**config.mk**
```make
export PLATFORM = sky130hd
export DESIGN_NAME = ttcu_top
export DESIGN_NICKNAME = d
export VERILOG_FILES = /design/src/rtl/ttcu_ext_unit.v /design/src/rtl/ttcu_top.v
export VERILOG_INCLUDE_DIRS = /design/src /design/src/rtl
export SDC_FILE = /design/constraint.sdc
export NUM_CORES = 1
export LEC_CHECK = 0
export ABC_AREA = 0
export BUFFER_PORTS_ARGS = -buffer_cell sky130_fd_sc_hd__buf_2
export CAP_MARGIN = 20
export CORE_ASPECT_RATIO = 1.5
export CORE_MARGIN = 3
export CORE_UTILIZATION = 52
export CTS_BUF_LIST = sky130_fd_sc_hd__clkbuf_16
export DETAILED_ROUTE_END_ITERATION = 12
export PLACE_DENSITY = 0.81
export SKIP_CTS_REPAIR_TIMING = 1
export SLEW_MARGIN = 20
export SYNTH_ARGS = -nofsm -noshare
export SYNTH_HDL_FRONTEND = slang
export SYNTH_SLANG_ARGS = --single-unit
```
**constraint.sdc**
```tcl
create_clock -name ref_clk -period 3.6 [get_ports ref_clk]
set_input_delay 0.18 -clock ref_clk [delete_from_list [all_inputs] [get_ports ref_clk]]
set_output_delay 0.18 -clock ref_clk [all_outputs]
set_load 0.005 [all_outputs]
```
**src/rtl/ttcu_consts.vh**
```
`ifndef TTCU_CONSTS_VH
`define TTCU_CONSTS_VH

// Counter width
`define TTCU_CNT_W        16
// Service slot period in clock cycles
`define TTCU_SLOT_PERIOD  4
`define TTCU_SLOT_W       2
// Unit slot positions within the four-cycle round
`define TTCU_SLOT_A       2'h0
`define TTCU_SLOT_B       2'h1
`define TTCU_SLOT_I       2'h2
// Control word field positions (per external unit)
`define TTCU_CTL_EN       0
`define TTCU_CTL_EXTCLK   1
`define TTCU_CTL_PRESCL   2
`define TTCU_CTL_ALT      3
`define TTCU_CTL_CONT     4
`define TTCU_CTL_GATE     5
`define TTCU_CTL_W        6
// Internal unit control fields
`define TTCU_ICTL_EN      0
`define TTCU_ICTL_CONT    1
`define TTCU_ICTL_DMA     2
`define TTCU_ICTL_W       3
// Reset values
`define TTCU_CNT_RST      16'h0000
`define TTCU_MAX_RST      16'hFFFF

`endif

```
**src/rtl/ttcu_ext_unit.v**
```verilog
`timescale 1ns/1ps
`include "ttcu_consts.vh"

// One pin-connected counter unit, serviced on its slot
module ttcu_ext_unit (
	input  wire                     ref_clk,
	input  wire                     rst,
	input  wire                     ce,
	input  wire                     slot_hit,
	input  wire [`TTCU_CTL_W-1:0]   ctl,
	input  wire [`TTCU_CNT_W-1:0]   max_a,
	input  wire [`TTCU_CNT_W-1:0]   max_b,
	input  wire                     pin_sync,
	input  wire                     prescale_tick,
	output reg  [`TTCU_CNT_W-1:0]   count_r,
	output reg                      out_r,
	output reg                      use_b_r,
	output reg                      done_r
);

	reg                   pin_prev_r;
	reg                   edge_pend_r;
	reg                   pre_pend_r;
	wire                  rise;
	wire                  adv;
	wire [`TTCU_CNT_W-1:0] lim;

	assign rise = pin_sync & ~pin_prev_r;
	// Alternate limit only in dual mode
	assign lim  = (ctl[`TTCU_CTL_ALT] && use_b_r) ? max_b : max_a;
	// Counting source: pin edge, prescaler, or every slot, gated by the pin level when GATE is set
	assign adv  = ctl[`TTCU_CTL_EXTCLK] ? (edge_pend_r | rise) :
		ctl[`TTCU_CTL_PRESCL] ? (pre_pend_r | prescale_tick) :
		(~ctl[`TTCU_CTL_GATE] | pin_sync);

	// Events are latched so none is lost between slots
	always @(posedge ref_clk) begin
		if (rst) begin
			pin_prev_r  <= 1'b1;
			edge_pend_r <= 1'b0;
			pre_pend_r  <= 1'b0;
			count_r     <= `TTCU_CNT_RST;
			out_r       <= 1'b1;
			use_b_r     <= 1'b0;
			done_r      <= 1'b0;
		end else if (ce) begin
			pin_prev_r <= pin_sync;
			if (slot_hit) begin
				edge_pend_r <= 1'b0;
				pre_pend_r  <= 1'b0;
			end else begin
				edge_pend_r <= edge_pend_r | rise;
				pre_pend_r  <= pre_pend_r | prescale_tick;
			end
			// Slot at most 4 cycles away, output within six of event
			if (slot_hit && ctl[`TTCU_CTL_EN] && !done_r && adv) begin
				if (count_r >= lim) begin
					count_r <= `TTCU_CNT_RST;
					if (ctl[`TTCU_CTL_ALT]) begin
						use_b_r <= ~use_b_r;
						out_r   <= use_b_r;
					end else begin
						out_r <= 1'b0;
					end
					if (!ctl[`TTCU_CTL_CONT])
						done_r <= 1'b1;
				end else begin
					count_r <= count_r + 16'h0001;
					if (!ctl[`TTCU_CTL_ALT])
						out_r <= 1'b1;
				end
			end
			// Disabling rearms a single-shot
			if (!ctl[`TTCU_CTL_EN])
				done_r <= 1'b0;
		end
	end

endmodule

```
**src/rtl/ttcu_top.v**
```verilog
`timescale 1ns/1ps
`include "ttcu_consts.vh"

// Summary of operation
// - Three independent counters each hold a 16-bit count.
// - Units a and b each own an input and an output pin, the internal unit has no pins.
// - The internal unit can replace the count clock of units a and b as a prescaler.
// - The internal unit can issue a DMA request at each terminal count.
// - Units a and b count or time pin events and make single-shot or variable-duty waveforms.
// - Each unit is serviced once every fourth clock, so it counts at most at a quarter rate.
// - An output follows a clock or gate event on its input within six clocks.
// - No unit counts beyond its maximum count.
// - Units a and b alternate between primary and secondary maximum counts when enabled.
module ttcu_top (
	input  wire                     ref_clk,
	input  wire                     rst,
	input  wire                     ce,
	input  wire [`TTCU_CTL_W-1:0]   unit_a_ctl,
	input  wire [`TTCU_CNT_W-1:0]   unit_a_max_a,
	input  wire [`TTCU_CNT_W-1:0]   unit_a_max_b,
	input  wire [`TTCU_CTL_W-1:0]   unit_b_ctl,
	input  wire [`TTCU_CNT_W-1:0]   unit_b_max_a,
	input  wire [`TTCU_CNT_W-1:0]   unit_b_max_b,
	input  wire [`TTCU_ICTL_W-1:0]  unit_i_ctl,
	input  wire [`TTCU_CNT_W-1:0]   unit_i_max,
	input  wire                     unit_a_input_pin,
	input  wire                     unit_b_input_pin,
	output wire                     unit_a_output_pin,
	output wire                     unit_b_output_pin,
	output wire [`TTCU_CNT_W-1:0]   unit_a_count,
	output wire [`TTCU_CNT_W-1:0]   unit_b_count,
	output reg  [`TTCU_CNT_W-1:0]   unit_i_count_r,
	output reg                      dma_req_r
);

	reg  [`TTCU_SLOT_W-1:0] slot_r;
	reg  [1:0]              a_sync_r;
	reg  [1:0]              b_sync_r;
	reg                     pre_tick_r;
	reg                     i_done_r;
	wire                    a_out;
	wire                    b_out;

	// Slot decode, shared by all three units
	function slot_is;
		input [`TTCU_SLOT_W-1:0] cur;
		input [`TTCU_SLOT_W-1:0] own;
		begin
			slot_is = (cur == own);
		end
	endfunction

	// Round-robin service slot
	always @(posedge ref_clk) begin
		if (rst)
			slot_r <= `TTCU_SLOT_A;
		else if (ce)
			slot_r <= slot_r + 2'h1;
	end

	// Pins are asynchronous, two flops first
	// Reset to the pulled-up idle level, so release gives no false edge
	always @(posedge ref_clk) begin
		if (rst) begin
			a_sync_r <= 2'h3;
			b_sync_r <= 2'h3;
		end else if (ce) begin
			a_sync_r <= {a_sync_r[0], unit_a_input_pin};
			b_sync_r <= {b_sync_r[0], unit_b_input_pin};
		end
	end

	// Internal unit: no pins, feeds prescale and DMA
	always @(posedge ref_clk) begin
		if (rst) begin
			unit_i_count_r <= `TTCU_CNT_RST;
			pre_tick_r     <= 1'b0;
			dma_req_r      <= 1'b0;
			i_done_r       <= 1'b0;
		end else if (ce) begin
			pre_tick_r <= 1'b0;
			dma_req_r  <= 1'b0;
			if (!unit_i_ctl[`TTCU_ICTL_EN])
				i_done_r <= 1'b0;
			else if (slot_is(slot_r, `TTCU_SLOT_I) && !i_done_r) begin
				if (unit_i_count_r >= unit_i_max) begin
					unit_i_count_r <= `TTCU_CNT_RST;
					pre_tick_r     <= 1'b1;
					dma_req_r      <= unit_i_ctl[`TTCU_ICTL_DMA];
					if (!unit_i_ctl[`TTCU_ICTL_CONT])
						i_done_r <= 1'b1;
				end else begin
					unit_i_count_r <= unit_i_count_r + 16'h0001;
				end
			end
		end
	end

	// Two pin-connected units
	ttcu_ext_unit u_a (
		.ref_clk       (ref_clk),
		.rst           (rst),
		.ce            (ce),
		.slot_hit      (slot_is(slot_r, `TTCU_SLOT_A)),
		.ctl           (unit_a_ctl),
		.max_a         (unit_a_max_a),
		.max_b         (unit_a_max_b),
		.pin_sync      (a_sync_r[1]),
		.prescale_tick (pre_tick_r),
		.count_r       (unit_a_count),
		.out_r         (a_out),
		.use_b_r       (),
		.done_r        ()
	);

	ttcu_ext_unit u_b (
		.ref_clk       (ref_clk),
		.rst           (rst),
		.ce            (ce),
		.slot_hit      (slot_is(slot_r, `TTCU_SLOT_B)),
		.ctl           (unit_b_ctl),
		.max_a         (unit_b_max_a),
		.max_b         (unit_b_max_b),
		.pin_sync      (b_sync_r[1]),
		.prescale_tick (pre_tick_r),
		.count_r       (unit_b_count),
		.out_r         (b_out),
		.use_b_r       (),
		.done_r        ()
	);

	// Outputs are flop outputs of the units
	assign unit_a_output_pin = a_out;
	assign unit_b_output_pin = b_out;

endmodule

```
==> results.env <==
TIMING.HOLD.WORST_PATH_DEPTH=3
TIMING.SETUP.TNS_PS=0
CORE_AREA_UM2=8986
FINAL_NETS=836
DRT_WL_TOTAL_UM=12510
GRT_PASS1_WL_UM=20930
POWER.DENSITY_CELL_AREA_nW_PER_UM2=287.6
YS.WARNINGS.COUNT=0
STD_CELL_ROWS=42
FINAL_CELL_COUNT_NO_FILL=796
FINAL_ANTENNA_NET_COUNT=0
INITIAL_UTILIZATION_PCT=54.07
RELSLEWSLACK_PCT=43.62
GRT_PASS1_VIAS=4683
WHS_PS=68.40
SETUP.WORST_PATH.CLASS='reg2reg'
ASYNCSETRESETFLOPFRACSYNTH_PCT=0
LEAKAGEPOWER_nW=2.785
CTS_INSERTED_BUFFERS=9
TIMING.FMAX_MHz=331.0
MAPPEDNETLISTAREA_UM2=4858
CP-END-KIND='flop'
TOTAL_CLOCK_SINKS=69
RESIDUAL_OVERFLOW_FROM_GLOBAL_ROUTING=0
DIEAREA_UM2=10560
FIRST_ITER_VIOLATIONS=164
CTS.HTREE.LEVELS=3
LAYOUT-DRIVE-GT1-SHARE_PCT=27.11
INSERTION_DELAY_PS=330
NUMBER_OF_DIFFERENT_LIBRARY_CELLS_IN_THE_POST_SYNTHESIS_NETLIST=64
PLACE.GP.CONGESTION=0.8700
GLOBALROUTETOTALUTIL_PCT=23.71
SYN-MEAN-INSTANCE-AREA_UM2=8.980
CTS_ROOT_BUF='clkbuf_16'
DRT-VIAS-PER-INSTANCE=5.864
WORST_SLEW_PIN_SLEW_PS=840.7
SEQ_AREA_FRAC_SYNTH_PCT=28.43
CRIT-REG2REG-LAUNCH='u_a.use_b_r$_SDFFE_PP0P_'
OUTCOME='finished clean'
NUMBER_OF_ANTENNA_VIOLATIONS_AT_THE_FIRST_CHECK_IN_GLOBAL_ROUTING=0
WORST_PATH_ARRIVAL_TIME_PS=3200
DRT_PASS1_ITERATIONS=4
SETUP_VIOL=0
HOLD-PATH-ENDPOINT='a_sync_r[0]$_SDFFE_PP1P_'
WORSTPATHREQUIRED_PS=3780
SYNTH-EDFF-COUNT=0
NUMBER_OF_BUFFER_CELLS_ADDED_ON_PRIMARY_PORTS=150
START_KIND='flop'
TRITONCTS='yes'
DIE_HEIGHT_UM=124.4
PLACE_INST=781
VDD_DROP_MAX_mV=0.2408
HOLD_CLASS='in2reg'
FINALWORSTPATHREQUIREDPERIOD_PS=3021
VIAS=4668
FIN_WORST_SKEW_PS=3.688
SYNTHFLOPTYPE='dfxtp_1'
CLOCK_PATH_BUFFERS=2
SYNTHCELLS=541
DP_HPWL_UM=9412
MAX_CAP_VIOLATIONS=0
WL_PER_CELL_UM=15.71
REG2REG_TO='u_a.count_r[9]$_SDFFE_PP0P_'
DRCVIOLATIONCOUNT=0
HOLDCRITSTARTPOINT='unit_a_input_pin'
AREA_DELTA_SYNTH_FINAL_PCT=21.99
PIN_COUNT_OF_THE_BIGGEST_NET_ENTERING_GLOBAL_ROUTING=60
SETUP_REPAIR_AFTER_GLOBAL_ROUTING_MISSED_ITS_MARGIN='no'
CLK_TRANSITION_REPORTED_PATHS_PS=50
SYNTH_NETS=695
WORST-R2R-CELL-COUNT=9
FLOORPLAN.DIE.WIDTH_UM=84.92
INSERTEDDIODECOUNT=0
POSTSYNTHREGISTERBITS=69
WORST-PATH-MAX-FANOUT=16
MAXSLEWVIOLCOUNT=0
BOUNDARYPINS=151
SETUP.REG_TO_REG.WORST_SLACK_PS=580
FINAL_HOLD_VIOL_COUNT=0
FINAL_MIN_PERIOD_OVER_CLOCK_PERIOD_PCT=83.91
## worst max path at each step
stage	startpoint	end	cells past startpoint
after detailed placement	u_a.use_b_r$_SDFFE_PP0P_	u_a.use_b_r$_SDFFE_PP0P_	9
final	u_a.use_b_r$_SDFFE_PP0P_	u_a.count_r[9]$_SDFFE_PP0P_	9
after global placement	u_a.use_b_r$_SDFFE_PP0P_	u_a.count_r[9]$_SDFFE_PP0P_	9
after CTS	u_a.use_b_r$_SDFFE_PP0P_	u_a.count_r[9]$_SDFFE_PP0P_	9
after floorplan	u_a.use_b_r$_SDFFE_PP0P_	u_a.use_b_r$_SDFFE_PP0P_	9
after global routing	u_a.use_b_r$_SDFFE_PP0P_	u_a.count_r[8]$_SDFFE_PP0P_	9
## layer usage
| layer | GRT usage (%) | vias to the layer above | wire length [um] |
|---|---|---|---|
| li1 | - | 2297 | - |
| met5 | 0 | - | 0 |
| met3 | 3.309 | 26 | 650 |
| met2 | 42.27 | 173 | 6406 |
| met1 | 27.37 | 2172 | 5094 |
| met4 | 11.00 | 0 | 357 |
## cell usage in the layout, fill, tap and decap left out, types with 8 or more instances in the layout
cell	netlist	layout
mux2i_1	39	39
o21ai_0	8	8
xnor2_1	42	42
clkbuf_16	0	9
nand2_1	28	28
buf_2	4	150
nand4_1	14	14
a211oi_1	29	29
ha_1	54	54
inv_1	35	37
dfxtp_1	69	69
nor3_1	38	38
a21oi_1	20	20
nand3_1	18	18
nor2_1	15	15
## critical path, cell delays in order (launching register included)
cell and delay [ps]:
dfxtp_1 330, nand2_1 450, buf_4 270, mux2i_1 200, ha_1 200, o2111ai_1 130
or3_1 310, o32a_2 460, a21oi_4 420, nor3_1 100
## per-stage QoR
step	util [%]	worst slack [ps]	instance area [um2]	power, mW
global placement	63.14	699.7	5674	0.9610
global route	65.96	421.4	5927	1.775
floorplan	-	582.9	4858	0.8874
CTS	65.91	563.5	5923	1.714
detailed placement	63.14	573.3	5674	0.9692
finish	65.96	579.2	5927	1.704
## cell type report
| type | instances | area, um2 |
|---|---|---|
| flip-flops and latches | 69 | 1381 |
| repair buffers | 156 | 795.8 |
| clock buffers | 9 | 225.2 |
| well taps | 110 | 137.6 |
| fillers | 741 | 3059 |
| clock inverters | 6 | 23.77 |
| inverters | 35 | 131.4 |
| multi-input cells | 411 | 3232 |
## power breakdown
group	internal (mW)	total, mW	switching, mW
Combinational	0.0827	0.175	0.0924
Clock	0.448	0.752	0.304
Sequential	0.771	0.778	0.00652
Total	1.30	1.70	0.403
## Yosys cell counts (5+ instances only)
cell type	number	area, um2
a2111oi_2	5	75.07
a211oi_1	29	217.7
a21o_1	5	37.54
a21oi_1	20	100.1
and3_1	5	31.28
and4_1	7	61.31
and4b_1	5	50.05
clkbuf_1	17	63.81
dfxtp_1	69	1381
ha_1	54	675.7
inv_1	35	131.4
mux2i_1	39	390.4
nand2_1	28	105.1
nand3_1	18	90.09
nand4_1	14	87.58
nor2_1	15	56.30
nor3_1	38	190.2
nor3b_1	5	37.54
nor4_1	7	43.79
nor4b_1	6	52.55
o21ai_0	8	40.04
xnor2_1	42	367.9
## kinds of logic after synthesis
logic type      Yosys count  share of synthesized area, %
compound gates          102                         16.10
xor+xnor                 44                         7.932
mux                      43                         8.962
flops                    69                         28.43
buf+inv                  61                         5.125
fa+ha+maj                54                         13.91
simple gates            168                         19.55
## registers in the layout, indices dropped and copies added, names as in the netlist, 2 cells and up
name,count
slot_r,2
unit_i_count_r,16
b_sync_r,2
a_sync_r,2
u_a.count_r,16
u_b.count_r,16
(Power assumes the default switching activity.)
